[src/rtl/plt_pkg.sv]
// constants for the lock/tuning/peak register group
// assumes a 125 MHz system clock and 8-bit register data
package plt_pkg;
  localparam logic [6:0] DET_CTRL_ADDR  = 7'h0D;
  localparam logic [6:0] TUNE_CTRL_ADDR = 7'h0E;
  localparam logic [6:0] PEAK_CTRL_ADDR = 7'h0F;

  // detector control field positions
  localparam int PIN_SEL_LSB     = 4;
  localparam int DET_PREC_BIT    = 3;
  localparam int DET_WINDOW_BIT  = 2;
  localparam int MOMENTARY_BIT   = 1;
  localparam int SUSTAINED_BIT   = 0;
  // tuning control field positions
  localparam int TUNE_START_BIT  = 7;
  localparam int STORE_BOTH_BIT  = 6;
  localparam int HALF_WAIT_BIT   = 5;
  localparam int CAL_CUR_BIT     = 4;
  localparam int TUNE_DONE_BIT   = 3;
  localparam int DAC_START_LSB   = 0;
  // peak control field positions
  localparam int PEAK_EN_BIT     = 7;
  localparam int PEAK_LVL_LSB    = 0;

  // reset values
  localparam logic [3:0] PIN_SEL_RST   = 4'h0;
  localparam logic       DET_PREC_RST  = 1'b0;
  localparam logic       DET_WIN_RST   = 1'b0;
  localparam logic [2:0] DAC_START_RST = 3'h5;
  localparam logic       PEAK_EN_RST   = 1'b1;
  localparam logic [6:0] PEAK_LVL_RST  = 7'h16;

  // lock detector thresholds
  localparam logic [7:0] LOCK_SET_FINE    = 8'h7F;
  localparam logic [7:0] LOCK_CLR_FINE    = 8'h6F;
  localparam logic [7:0] LOCK_SET_COARSE  = 8'h1F;
  localparam logic [7:0] LOCK_CLR_COARSE  = 8'h0F;

  // pin source codes
  localparam logic [3:0] SEL_PUMP      = 4'h0;
  localparam logic [3:0] SEL_SUSTAINED = 4'h1;
  localparam logic [3:0] SEL_MOMENTARY = 4'h2;
  localparam logic [3:0] SEL_ALARM_HI  = 4'h3;
  localparam logic [3:0] SEL_ALARM_LO  = 4'h4;
  localparam logic [3:0] SEL_DONE      = 4'h5;
  localparam logic [3:0] SEL_IF_OUT    = 4'h6;
  localparam logic [3:0] SEL_REF_DIV   = 4'h7;
  localparam logic [3:0] SEL_TX_ACT    = 4'h8;
  localparam logic [3:0] SEL_VIOLATION = 4'h9;
  localparam logic [3:0] SEL_RX_ACT    = 4'hA;
  localparam logic [3:0] SEL_AVG_HOLD  = 4'hD;
  localparam logic [3:0] SEL_FB_DIV    = 4'hE;
  localparam logic [3:0] SEL_PHASE_CMP = 4'hF;

  // calibration wait: 14 ms at 2 MHz reference = 28000 reference periods
  localparam int  CLK_HZ          = 125_000_000;
  localparam int  CAL_WAIT_MS     = 14;
  localparam int  CAL_REF_HZ      = 2_000_000;
  localparam int  CAL_WAIT_REFS   = CAL_WAIT_MS * (CAL_REF_HZ / 1000);
endpackage

[src/rtl/plt_regs.sv]
// lock, tuning calibration and peak remover register group
// assumes host access arrives as synchronous strobes from the serial port decoder,
// and analogue status inputs are asynchronous
`timescale 1ns/1ps
// Overview of operation
// - pin select resets 0000 pump output; codes 1-5 route lock, alarm, done flags
// - codes 6,7,9,D,E,F route IF, dividers, violation, hold, comparator; B,C undefined
// - code 8 routes transmit-active, high when transmitter not powered down
// - code A routes receive-active, high when receiver not powered down
// - precision bit clear: lock at 127, release at 111
// - precision bit set: lock at 31, release at 15
// - momentary and sustained lock flags read in bits 1 and 0
// - rising edge written to start bit begins calibration
// - store-both writes A and B; else set chosen by set-select
// - wait about 14 ms at 2 MHz reference; half-wait bit halves it
// - calibration current bit doubles the calibration current
// - done flag set at end of run, resets to zero, readable
// - peak remover enable resets 1; zero bypasses peak remover
// - seven-bit peak threshold resets 0010110, drives peak remover level
// - alarm flags show tuning voltage near supply or ground
module plt_regs
#(
  parameter int CAL_WAIT_REFS = plt_pkg::CAL_WAIT_REFS
)
(
  input  wire logic       clk_sys_i,
  input  wire logic       rst_i,
  input  wire logic       wr_i,
  input  wire logic [6:0] addr_i,
  input  wire logic [7:0] wdata_i,
  output logic      [7:0] rdata_o,
  input  wire logic       set_select_i,
  input  wire logic       ref_tick_i,
  input  wire logic       cmp_tick_i,
  input  wire logic       phase_ok_i,
  input  wire logic       alarm_hi_i,
  input  wire logic       alarm_lo_i,
  input  wire logic       pump_i,
  input  wire logic       if_out_i,
  input  wire logic       ref_div_i,
  input  wire logic       fb_div_i,
  input  wire logic       violation_i,
  input  wire logic       avg_hold_i,
  input  wire logic       transmit_powerdown_i,
  input  wire logic       receive_powerdown_i,
  output logic            pump_output_pin_o,
  output logic            cal_busy_o,
  output logic            cal_store_a_o,
  output logic            cal_store_b_o,
  output logic            cal_double_cur_o,
  output logic      [2:0] tuning_dac_start_value_o,
  output logic            peak_remover_enable_o,
  output logic      [6:0] peak_level_o
);
  typedef enum {PLT_IDLE, PLT_WAIT, PLT_DONE} plt_cal_t;

  logic [3:0]  pin_sel;
  logic        det_prec;
  logic        det_window;
  logic        tune_start;
  logic        store_both;
  logic        half_wait;
  logic        cal_cur;
  logic        tuning_done;
  logic [2:0]  dac_start;
  logic        peak_en;
  logic [6:0]  peak_lvl;
  logic [2:0]  sync_hi;
  logic [2:0]  sync_lo;
  logic [2:0]  sync_ph;
  logic        alarm_hi;
  logic        alarm_lo;
  logic        phase_ok;
  logic        momentary;
  logic        sustained;
  logic [31:0] wait_cnt;
  logic [31:0] wait_len;
  logic        start_edge;
  plt_cal_t    cal_state;
  logic        next_pin;
  logic [7:0]  next_rdata;

  // three-stage sync; change accepted when stages two and three agree
  always_ff @(posedge clk_sys_i or posedge rst_i)
  begin
    if (rst_i)
    begin
      sync_hi <= 3'h0;
      sync_lo <= 3'h0;
      sync_ph <= 3'h0;
    end
    else
    begin
      sync_hi <= {sync_hi[1:0], alarm_hi_i};
      sync_lo <= {sync_lo[1:0], alarm_lo_i};
      sync_ph <= {sync_ph[1:0], phase_ok_i};
    end
  end

  always_ff @(posedge clk_sys_i or posedge rst_i)
  begin
    if (rst_i)
    begin
      alarm_hi <= 1'b0;
      alarm_lo <= 1'b0;
      phase_ok <= 1'b0;
    end
    else
    begin
      if (sync_hi[1] == sync_hi[2])
        alarm_hi <= sync_hi[2];
      if (sync_lo[1] == sync_lo[2])
        alarm_lo <= sync_lo[2];
      if (sync_ph[1] == sync_ph[2])
        phase_ok <= sync_ph[2];
    end
  end

  plt_lock_det u_lock_det
  (
    .clk_sys_i   (clk_sys_i),
    .rst_i       (rst_i),
    .coarse_i    (det_prec),
    .cmp_tick_i  (cmp_tick_i),
    .phase_ok_i  (phase_ok),
    .momentary_o (momentary),
    .sustained_o (sustained)
  );

  // detector control register; status bits are not stored
  always_ff @(posedge clk_sys_i or posedge rst_i)
  begin
    if (rst_i)
    begin
      pin_sel    <= plt_pkg::PIN_SEL_RST;
      det_prec   <= plt_pkg::DET_PREC_RST;
      det_window <= plt_pkg::DET_WIN_RST;
    end
    else if (wr_i && addr_i == plt_pkg::DET_CTRL_ADDR)
    begin
      pin_sel    <= wdata_i[plt_pkg::PIN_SEL_LSB +: 4];
      det_prec   <= wdata_i[plt_pkg::DET_PREC_BIT];
      det_window <= wdata_i[plt_pkg::DET_WINDOW_BIT];
    end
  end

  // tuning control register; done bit is hardware owned
  always_ff @(posedge clk_sys_i or posedge rst_i)
  begin
    if (rst_i)
    begin
      tune_start <= 1'b0;
      store_both <= 1'b0;
      half_wait  <= 1'b0;
      cal_cur    <= 1'b0;
      dac_start  <= plt_pkg::DAC_START_RST;
    end
    else if (wr_i && addr_i == plt_pkg::TUNE_CTRL_ADDR)
    begin
      tune_start <= wdata_i[plt_pkg::TUNE_START_BIT];
      store_both <= wdata_i[plt_pkg::STORE_BOTH_BIT];
      half_wait  <= wdata_i[plt_pkg::HALF_WAIT_BIT];
      cal_cur    <= wdata_i[plt_pkg::CAL_CUR_BIT];
      dac_start  <= wdata_i[plt_pkg::DAC_START_LSB +: 3];
    end
  end

  always_ff @(posedge clk_sys_i or posedge rst_i)
  begin
    if (rst_i)
    begin
      peak_en  <= plt_pkg::PEAK_EN_RST;
      peak_lvl <= plt_pkg::PEAK_LVL_RST;
    end
    else if (wr_i && addr_i == plt_pkg::PEAK_CTRL_ADDR)
    begin
      peak_en  <= wdata_i[plt_pkg::PEAK_EN_BIT];
      peak_lvl <= wdata_i[plt_pkg::PEAK_LVL_LSB +: 7];
    end
  end

  // rising edge of the written start bit only
  assign start_edge = wr_i && addr_i == plt_pkg::TUNE_CTRL_ADDR
                      && wdata_i[plt_pkg::TUNE_START_BIT] && !tune_start;
  assign wait_len   = half_wait ? (CAL_WAIT_REFS / 2) : CAL_WAIT_REFS;

  // calibration sequencer, waiting in reference periods
  always_ff @(posedge clk_sys_i or posedge rst_i)
  begin
    if (rst_i)
    begin
      cal_state   <= PLT_IDLE;
      wait_cnt    <= 32'h0;
      tuning_done <= 1'b0;
    end
    else
    begin
      case (cal_state)
        PLT_IDLE:
          if (start_edge)
          begin
            cal_state   <= PLT_WAIT;
            wait_cnt    <= 32'h0;
            tuning_done <= 1'b0;
          end
        PLT_WAIT:
          if (ref_tick_i)
          begin
            if (wait_cnt + 32'h1 >= wait_len)
            begin
              cal_state   <= PLT_DONE;
              tuning_done <= 1'b1;
            end
            else
              wait_cnt <= wait_cnt + 32'h1;
          end
        PLT_DONE:
          if (!tune_start)
            cal_state <= PLT_IDLE;
        default:
          cal_state <= PLT_IDLE;
      endcase
    end
  end

  always_ff @(posedge clk_sys_i or posedge rst_i)
  begin
    if (rst_i)
    begin
      cal_busy_o       <= 1'b0;
      cal_store_a_o    <= 1'b0;
      cal_store_b_o    <= 1'b0;
      cal_double_cur_o <= 1'b0;
    end
    else
    begin
      cal_busy_o       <= cal_state == PLT_WAIT;
      cal_double_cur_o <= cal_state == PLT_WAIT && cal_cur;
      // one-cycle store strobe at completion
      cal_store_a_o    <= cal_state == PLT_WAIT && ref_tick_i && wait_cnt + 32'h1 >= wait_len
                          && (store_both || !set_select_i);
      cal_store_b_o    <= cal_state == PLT_WAIT && ref_tick_i && wait_cnt + 32'h1 >= wait_len
                          && (store_both || set_select_i);
    end
  end

  // output pin source multiplexer
  always_comb
  begin
    case (pin_sel)
      plt_pkg::SEL_PUMP:      next_pin = pump_i;
      plt_pkg::SEL_SUSTAINED: next_pin = sustained;
      plt_pkg::SEL_MOMENTARY: next_pin = momentary;
      plt_pkg::SEL_ALARM_HI:  next_pin = alarm_hi;
      plt_pkg::SEL_ALARM_LO:  next_pin = alarm_lo;
      plt_pkg::SEL_DONE:      next_pin = tuning_done;
      plt_pkg::SEL_IF_OUT:    next_pin = if_out_i;
      plt_pkg::SEL_REF_DIV:   next_pin = ref_div_i;
      plt_pkg::SEL_TX_ACT:    next_pin = !transmit_powerdown_i;
      plt_pkg::SEL_VIOLATION: next_pin = violation_i;
      plt_pkg::SEL_RX_ACT:    next_pin = !receive_powerdown_i;
      plt_pkg::SEL_AVG_HOLD:  next_pin = avg_hold_i;
      plt_pkg::SEL_FB_DIV:    next_pin = fb_div_i;
      plt_pkg::SEL_PHASE_CMP: next_pin = phase_ok;
      default:                next_pin = 1'b0;
    endcase
  end

  // read mux; status bits come from live state
  always_comb
  begin
    case (addr_i)
      plt_pkg::DET_CTRL_ADDR:  next_rdata = {pin_sel, det_prec, det_window, momentary, sustained};
      plt_pkg::TUNE_CTRL_ADDR: next_rdata = {tune_start, store_both, half_wait, cal_cur, tuning_done,
                                             dac_start};
      plt_pkg::PEAK_CTRL_ADDR: next_rdata = {peak_en, peak_lvl};
      default:                 next_rdata = 8'h00;
    endcase
  end

  always_ff @(posedge clk_sys_i or posedge rst_i)
  begin
    if (rst_i)
    begin
      pump_output_pin_o        <= 1'b0;
      rdata_o                  <= 8'h00;
      tuning_dac_start_value_o <= plt_pkg::DAC_START_RST;
      peak_remover_enable_o    <= plt_pkg::PEAK_EN_RST;
      peak_level_o             <= plt_pkg::PEAK_LVL_RST;
    end
    else
    begin
      pump_output_pin_o        <= next_pin;
      rdata_o                  <= next_rdata;
      tuning_dac_start_value_o <= dac_start;
      peak_remover_enable_o    <= peak_en;
      peak_level_o             <= peak_lvl;
    end
  end
endmodule

[src/rtl/plt_lock_det.sv]
// lock detector with hysteresis on a count of in-window comparisons
// assumes phase_ok_i and cmp_tick_i are synchronous to clk_sys_i
`timescale 1ns/1ps
module plt_lock_det
(
  input  wire logic clk_sys_i,
  input  wire logic rst_i,
  input  wire logic coarse_i,
  input  wire logic cmp_tick_i,
  input  wire logic phase_ok_i,
  output logic      momentary_o,
  output logic      sustained_o
);
  logic [7:0] good_cnt;
  logic [7:0] next_cnt;
  logic [7:0] set_lvl;
  logic [7:0] clr_lvl;

  assign set_lvl = coarse_i ? plt_pkg::LOCK_SET_COARSE : plt_pkg::LOCK_SET_FINE;
  assign clr_lvl = coarse_i ? plt_pkg::LOCK_CLR_COARSE : plt_pkg::LOCK_CLR_FINE;

  // count consecutive good comparisons, saturating at set level
  always_comb
  begin
    next_cnt = good_cnt;
    if (cmp_tick_i)
    begin
      if (!phase_ok_i)
        next_cnt = 8'h00;
      else if (good_cnt < set_lvl)
        next_cnt = good_cnt + 8'h01;
      else
        next_cnt = set_lvl;
    end
  end

  always_ff @(posedge clk_sys_i or posedge rst_i)
  begin
    if (rst_i)
      good_cnt <= 8'h00;
    else
      good_cnt <= next_cnt;
  end

  always_ff @(posedge clk_sys_i or posedge rst_i)
  begin
    if (rst_i)
      momentary_o <= 1'b0;
    else if (cmp_tick_i)
      momentary_o <= phase_ok_i;
  end

  // declare at set level, release once the count falls to clear level
  always_ff @(posedge clk_sys_i or posedge rst_i)
  begin
    if (rst_i)
      sustained_o <= 1'b0;
    else if (next_cnt >= set_lvl)
      sustained_o <= 1'b1;
    else if (cmp_tick_i && next_cnt <= clr_lvl)
      sustained_o <= 1'b0;
  end
endmodule

[config.mk]
export PLATFORM = sky130hd
export DESIGN_NAME = plt_regs
export DESIGN_NICKNAME = d
export VERILOG_FILES = /design/src/rtl/plt_pkg.sv /design/src/rtl/plt_regs.sv /design/src/rtl/plt_lock_det.sv
export SDC_FILE = /design/constraint.sdc
export NUM_CORES = 1
export LEC_CHECK = 0
export BUFFER_PORTS_ARGS = -buffer_cell sky130_fd_sc_hd__buf_2
export CORE_ASPECT_RATIO = 1.2
export CORE_MARGIN = 4
export CORE_UTILIZATION = 55
export CTS_BUF_LIST = sky130_fd_sc_hd__clkbuf_8
export CTS_CLUSTER_SIZE = 25
export DETAILED_ROUTE_END_ITERATION = 6
export PLACE_DENSITY_LB_ADDON = 0.3
export SLEW_MARGIN = 20
export SYNTH_ARGS = -nofsm -noshare
export SYNTH_HDL_FRONTEND = slang
export SYNTH_SLANG_ARGS = --single-unit
[constraint.sdc]
create_clock -name clk_sys_i -period 8.8 [get_ports clk_sys_i]
set_input_delay 0.44 -clock clk_sys_i [delete_from_list [all_inputs] [get_ports clk_sys_i]]
set_output_delay 0.44 -clock clk_sys_i [all_outputs]
set_load 0.01 [all_outputs]
== After elaboration in Yosys (flattened, before gate mapping) ==
Cells that the tools add are included.
Storage, ports and cells
  register bits: 132
  input bits: 32
  output and inout bits: 24
  word-level logic and storage cells: 111
Operators by class
  add/subtract/negate cells: 2
  magnitude comparators: 4
  eq/ne operators: 27
  multiplexer cells: 23
  reductions and logical operators: 24
Operator list (number)
  $mux 32: 7
  $pmux 32 s3: 1
  $eq 32x2->1 const B: 2
  $pmux 32 s2: 1
  $add 32x1->32 const B: 1
  $eq 32x1->1 const B: 1
  $ge 32x15->1: 1
  $logic_not 32->1: 1
  $eq 4x4->1 const B: 6
  $mux 8: 3
  $pmux 8 s3: 1
  $eq 7x4->1 const B: 3
  $eq 4x3->1 const B: 4
  $mux 15: 1
  $mux 7: 2
  $pmux 1 s14: 1
  $reduce_and 4->1: 3
  $logic_and 1x1->1: 11
  $ne 2x2->1 const B: 5
  $add 8x1->8 const B: 1
  $eq 4x2->1 const B: 2
  $ge 8x8->1: 1
  $le 8x8->1: 1
  $lt 8x8->1: 1
  other kinds (8): 19

== Depth between registers and ports, before layout ==
Gate-level depths: netlist of run 1.
  word-level depth: 9
  mapped depth: 17
  depth with buffers taken out: 14

== Hierarchy ==
A second synthesis of run 1 with hierarchy kept.
Unflattened totals
  cells, all modules: 488
  area, all modules: 5183.7 sq um
Modules (own cells, without submodules)
  plt_regs: times used 1, cells each 400, area an instance 4443.0 sq um, seq. area each 2317.2 sq um
  plt_lock_det: times used 1, cells each 88, area an instance 740.7 sq um, seq. area each 250.2 sq um

== Worst setup path after synthesis of run 1 ==
No wires, ideal clock.
  path type: register -> register
  start: register wait_cnt[2]
  end: register wait_cnt[5]
  library setup time: 0.126 ns
  arrival time: 3.647 ns
  data required time: 8.674 ns
  slack: 5.026 ns
  cell stages (with the launch flop): 16
  buffers on the path: 2
  clock period less this slack: 3.774 ns
  cell sequence: dfrtp_1 buf_2 nand3_2 nor2_1 nand3_1 xnor2_1 ha_1 a211o_1 a2111oi_0 a311o_1 a211oi_1 a211oi_1 nand4_4 a21o_1 buf_6 a221o_1
On the way
  longest elaborated chain between the ends: 4
  elaborated cells on any way between the ends: 7
  classes of those cells: add/sub: 1; order compare: 1; eq/ne: 1; mux: 3; reduce/logical: 1
RTL lines
  start: declaration: line plt_regs.sv:76  | logic [31:0] wait_cnt;
  start signal: assignment: line plt_regs.sv:215  | wait_cnt <= wait_cnt + 32'h1;
  $add 32x1->32 (*): line plt_regs.sv:209, plt_regs.sv:215
  $ge 32x15->1 or $mux 32 (tied branches): line plt_regs.sv:209  | if (wait_cnt + 32'h1 >= wait_len)
  $ne 2x2->1 (no line) or $mux 32 (tied branches)
  $reduce_and 4->1 (no line) or $pmux 32 s2 (tied branches)
Every way passes the cells marked *; elsewhere a longest branch is shown, timed or not. The select of a mux whose other input is x is not followed.
A chain may end at the register's enable or synchronous reset.

== Final worst setup path of run 1 ==
  start: register wait_cnt[2]
  end: register wait_cnt[8]
Same word-level chain as after synthesis.

==> impl_metrics.ini, run 1 <==
[outcome]
status = finished clean

[global_route]
antenna_found_initial = 0
grt-ovfl-total = 0
grt_max_degree = 68
grt_usage_pct = 21.7
grt_first_pass_wirelength_um = 18500
grt_pass1_vias = 3834

[route]
drt_iter0_drc = 142
viasPerCell = 6.03
firstDrtPassIters = 6
wl_met3_um = 417
ant_nets = 0
routed-via-count = 3816
met2WireLength_um = 5830
drc = 0
wl_met1_um = 4550
dr.max_layer_used = met4
wire_per_inst_um = 17.4
wl_um = 11000

[sta]
hold_violations = 0
rsz0062_at_grt = false
finalCriticalPeriod_ps = 4690
tightest_slew_ps = 868
fmaxAchievable_mhz = 213
setup_viol = 0
period_share_pct = 53.3
fin_tns_setup_ps = 0
fin_worst_skew_ps = 9.52
drv_slew = 0
slew_headroom_pct = 42.1

[floorplanning]
dieArea_sq_um = 11000
ios = 56
die-width_um = 96.4
rows = 38
core_area_sq_um = 9080
initial_core_util_pct = 56.8
die_y_um = 114

[worst_setup_path]
timing.critical_path.arrival_ps = 4950
critPathCapture = wait_cnt[8]
crit_type = reg2reg
cp-start-kind = flop
required_ps = 9060
cp-startpoint = wait_cnt[2]
reg2reg_to = wait_cnt[8]
max_stage_delay_ps = 570
timing.rr.start = wait_cnt[2]
critPathSlowestCell = dfrtp_1
r2r_slack_ps = 4110
rr_worst_depth = 13
end_kind = flop
crit_path_max_fanout = 31
crit_top_cell = a211oi_1
cp_cell_sequence = nand3_2 > nor2_1 > nand3_1 > xnor2_1 > ha_1 > a211o_1 > a2111oi_0 > a311o_1 > a211oi_1 > a211oi_1 > nand4_4 > a21o_1 > a221o_1

[clock_network]
cts_buffer_depth = 2
cts_inserted_buffers = 9
cts_tree = done
clkTransAtPathRegs_ps = 100
cts_hold_buf = 0
worstSkewPairLatency_ps = 370
cts_resized = 0
clock_sinks = 102
cts_root_buffer = clkbuf_8
htree_levels = 3
cts_setup_buffers = 0

[synth]
ys_ff_latch = 102
synthTopCellsByArea = dfrtp_1 (44%), mux2_2 (7.0%), dfstp_2 (6.1%)
synth_cells = 466
synth_area_per_cell_sq_um = 11.1
synth_top_area_cell = dfrtp_1
synth_top_area_share_pct = 43.6
ys.flop_type = dfrtp_1
synth_async_sr_flop_share_pct = 100
ys_warn_count = 0
synth_area_sq_um = 5160
synth_fp_nets = 512
seq_area_frac_synth_pct = 49.7
synth_edf_count = 0
synth_cell_types = 69

[flow_run]
drv_cap = 0

[final_layout]
finalNetCount = 554
final_cell_area_sq_um = 5660
antenna_cells = 0
syn_to_final_growth_pct = 9.60
drive_gt1_share_pct = 26.1

[placement]
hpwl_um = 7980
postPlaceCellArea_sq_um = 5480
port_buffers = 55
gp_congestion = 0.929

[power_and_ir_drop]
peakVddDrop_mv = 0.122
p_leak_uw = 0.00261
power.density_nw_per_um2 = 158

[min_path]
hold_class = in2async
-- metrics by stage --
step / hold WS, ps / setup WS [ps] / util (%) / instances / total power (uW)
floorplan: 331 / 5030 / - / 466 / 593
global placement: 334 / 4320 / 60.3 / 617 / 623
detailed placement: 341 / 4160 / 60.3 / 617 / 628
CTS: 60.6 / 4120 / 62.3 / 633 / 905
global route: 63.1 / 3620 / 62.3 / 633 / 944
finish: 64.9 / 4110 / 62.3 / 633 / 896
-- critical path: cells and delay by family (launching register included) --
kind	cells	cell delay [ps]
simple gates	4	930
compound gates	7	2600
fa+ha+maj	1	290
flops	1	570
xor+xnor	1	180
-- flip-flops by register name, summed over array words and instances (netlist names), 2 cells and up --
register	count
wait_cnt	32
rdata_o	8
u_lock_det.good_cnt	8
peak_level_o	7
peak_lvl	7
pin_sel	4
dac_start	3
sync_hi	3
sync_lo	3
sync_ph	3
tuning_dac_start_value_o	3
cal_state	2
-- routing by layer --
metal / vias up / global-route usage, %
li1: 1810 / -
met1: 1907 / 27.4
met2: 83 / 36.5
met3: 16 / 4.60
met4: 0 / 7.67
met5: - / 0
-- cell usage in the layout, fill, tap and decap left out, types with 13 or more instances in the layout --
| cell type | instances |
|---|---|
| nor2_1 | 29 |
| dfrtp_1 | 90 |
| and2_1 | 20 |
| buf_2 | 55 |
| mux2_2 | 32 |
| o21ai_0 | 18 |
| inv_1 | 16 |
| nand4_1 | 14 |
| nand3_1 | 13 |
| nand2_1 | 29 |
| ha_1 | 14 |
-- final cells by class --
class / count / area, sq um
fillers: 739 / 3420
well taps: 120 / 150
inverters: 16 / 62.6
flip-flops and latches: 102 / 2570
repair buffers: 56 / 283
clock inverters: 7 / 57.6
multi-input cells: 323 / 2410
clock buffers: 9 / 124
-- where the power goes --
| group | internal, uW | switching (uW) | total [uW] | leakage [uW] |
|---|---|---|---|---|
| sequential | 498 | 27.4 | 525 | 0.00134 |
| clock | 107 | 170 | 276 | 0.0000935 |
| combinational | 43.1 | 51.0 | 94.2 | 0.00118 |
| total | 648 | 248 | 896 | 0.00261 |
-- cell usage after synthesis, types with 2 or more instances --
library cell   n
dfstp_2       12
mux4_2         3
a311oi_1       2
o21ai_0       18
nand3_2        2
ha_1          14
o31ai_1        4
xor2_1         5
nand4_4        2
a21oi_1       10
a21o_1         6
and4_1         3
nor2_1        29
o31a_1         2
a31oi_1        2
a32o_1         3
mux2i_1        2
maj3_1         3
nand2_1       29
nor2_2         2
buf_2          6
a22o_1         6
nand3_1       13
o211ai_1       3
a211oi_1       5
a221o_1        5
nor4_1         8
dfrtp_1       90
buf_6          2
a211o_1        3
nand2b_1       2
a22oi_1       10
nor2b_1        2
o21a_1         2
nand4_1       14
xnor2_1        7
inv_1         16
o41ai_1        2
nor3_1        12
clkbuf_1      15
mux2_2        32
and3_1         9
nor3b_1        3
and2_1        20
nand4b_1       2
-- worst min path at each step --
| stage | from | end | slack [ps] |
|---|---|---|---|
| after floorplan | sync_hi[0] | sync_hi[1] | 330 |
| after global placement | sync_ph[0] | sync_ph[1] | 330 |
| after detailed placement | sync_hi[0] | sync_hi[1] | 340 |
| after CTS | rst_i | u_lock_det.good_cnt[0] | 60 |
| after global routing | rst_i | u_lock_det.good_cnt[0] | 60 |
| final | rst_i | u_lock_det.good_cnt[0] | 60 |
-- logic make-up after synthesis --
kind of cell	synth area share, %
AOI/OAI and AO/OA	13.6
xor gates and xnor gates	2.04
adders and majority gates	3.98
buffers and inverters	3.52
DFF	49.7
muxes	8.68
and+or+nand+nor	18.5
(Power assumes the default switching activity.)
==> inputs of run 2 (changes only) <==
==> constraint.sdc (replaced) <==
create_clock -name clk_sys_i -period 4.5 [get_ports clk_sys_i]
set_input_delay 0.225 -clock clk_sys_i [delete_from_list [all_inputs] [get_ports clk_sys_i]]
set_output_delay 0.225 -clock clk_sys_i [all_outputs]
set_load 0.01 [all_outputs]
==> impl_metrics.ini, run 2 (synthesized netlist as in run 1, its figures left out) <==
[worst_setup_path]
end_kind = flop
reg2reg_to = wait_cnt[0]
r2r_slack_ps = 400
max_stage_delay_ps = 610
cp_cell_sequence = nand3_2 > nor2_1 > nand3_1 > xnor2_1 > ha_1 > a211o_1 > a2111oi_1 > a311o_1 > a211oi_1 > a211oi_1 > nand4_4 > buf_4 > nor2_2 > mux2_2
critPathSlowestCell = dfrtp_1
cp-start-kind = flop
crit_top_cell = a211oi_1
rr_worst_depth = 14
worst-path-buf-inv = 1
crit_family = compound AO/OA/AOI/OAI gates
crit_type = reg2reg
crit_path_max_fanout = 15
required_ps = 4820
timing.critical_path.arrival_ps = 4410
timing.rr.start = wait_cnt[2]

[floorplanning]
die-width_um = 96.4
rows = 38
core_area_sq_um = 9080
initial_core_util_pct = 56.8
ios = 56
die_y_um = 114
dieArea_sq_um = 11000

[final_layout]
fin_util_pct = 63.0
antenna_cells = 0
stdcell_count = 641
largest_reg_flops = 32
multi_input_area_sq_um = 2410
layout_commonest_cell = dfrtp_1
seq_area_sq_um = 2570
finalNetCount = 562
syn_to_final_growth_pct = 10.9
final_cell_area_sq_um = 5730
n_fill_cell = 713
top_register = wait_cnt
layout_common_cells = dfrtp_1 (90), buf_2 (55), mux2_2 (32)
top_regs = wait_cnt: 32 flops, rdata_o: 8 flops, u_lock_det.good_cnt: 8 flops
drive_gt1_share_pct = 26.7

[clock_network]
cts_inserted_buffers = 9
cts_buffer_depth = 2
clkTransAtPathRegs_ps = 100
cts_tree = done
htree_levels = 3
clock_sinks = 102
worstSkewPairLatency_ps = 370
cts_root_buffer = clkbuf_8

[placement]
hpwl_um = 8090
gp_congestion = 0.893
postPlaceCellArea_sq_um = 5510
port_buffers = 55
place_inst = 622

[route]
dr.max_layer_used = met4
routed-via-count = 3862
firstDrtPassIters = 4
wl_met3_um = 440
met2WireLength_um = 5850
wl_um = 11200
viasPerCell = 6.02
ant_nets = 0
drc = 0
wl_met1_um = 4620
drt_iter0_drc = 144
wire_per_inst_um = 17.5

[sta]
rsz0062_at_grt = false
finalCriticalPeriod_ps = 4100
tightest_slew_ps = 814
fmaxAchievable_mhz = 244
period_share_pct = 91.0
fin_worst_skew_ps = 4.04
fin_tns_setup_ps = 0
setup_viol = 0
slew_headroom_pct = 45.7
drv_slew = 0
hold_violations = 0

[global_route]
grt_usage_pct = 21.8
grt-ovfl-total = 0
grt_first_pass_wirelength_um = 18700
antenna_found_initial = 0
grt_pass1_vias = 3828
grt_max_degree = 70

[outcome]
status = finished clean

[power_and_ir_drop]
power.density_nw_per_um2 = 308
p_leak_uw = 0.00265
peakVddDrop_mv = 0.242
p_total_uw = 1760

[min_path]
hold_class = in2async

[flow_run]
drv_cap = 0
[run 2: changes by cell type in the layout (fill, tap and decap cells not counted)]
cell           delta
dlygate4sd3_1     +3
a2111oi_0         -1
clkinv_4          -1
inv_6             +1
buf_4             +5
a2111oi_1         +1
[run 2: how the worst max path moves through the flow]
stage | start | end | slack (ps) | cells past startpoint
4_1_cts | wait_cnt[2] | wait_cnt[0] | 310 | 14
3_3_place_gp | wait_cnt[0] | wait_cnt[0] | 550 | 14
5_1_grt | wait_cnt[1] | wait_cnt[0] | 90 | 14
2_1_floorplan | wait_cnt[2] | wait_cnt[5] | 730 | 15
3_5_place_dp | wait_cnt[2] | wait_cnt[0] | 370 | 14
6_report | wait_cnt[2] | wait_cnt[0] | 400 | 14
[run 2: metrics by stage]
| stage | hold WS, ps | setup WS, ps |
|---|---|---|
| 6_report | 17.8 | 403 |
| 5_1_grt | 23.4 | 86.0 |
| 4_1_cts | 27.4 | 314 |
| 3_5_place_dp | 335 | 373 |
| 3_3_place_gp | 335 | 547 |
| 2_1_floorplan | 256 | 726 |
[run 2: final cells by class]
type,count,area share [%]
Sequential cell,102,44.8
Multi-Input combinational cell,323,42.2
Timing Repair Buffer,64,6.12
Tap cell,120,2.62
Clock buffer,9,2.16
Inverter,16,1.09
Clock inverter,7,1.01
[run 2: where the power goes]
group / switching (uW) / internal (uW) / leakage, uW
combinational: 99.5 / 87.0 / 0.00122
clock: 337 / 210 / 0.0000939
sequential: 54.3 / 974 / 0.00134
total: 491 / 1270 / 0.00265
[run 2: per-layer routing]
layer | global-route usage (%) | vias up
li1 | - | 1830
met1 | 28.3 | 1912
met2 | 36.2 | 99
met3 | 3.68 | 21
met4 | 8.79 | 0
met5 | 0 | -
[run 2: repair_timing]
action / 4_1_cts / 5_1_grt
hold endpoints to repair: 3 / 0
setup endpoints to repair: 0 / 10
hold buffers: 3 / 0
gates resized for setup: 0 / 1
setup buffers: 0 / 0
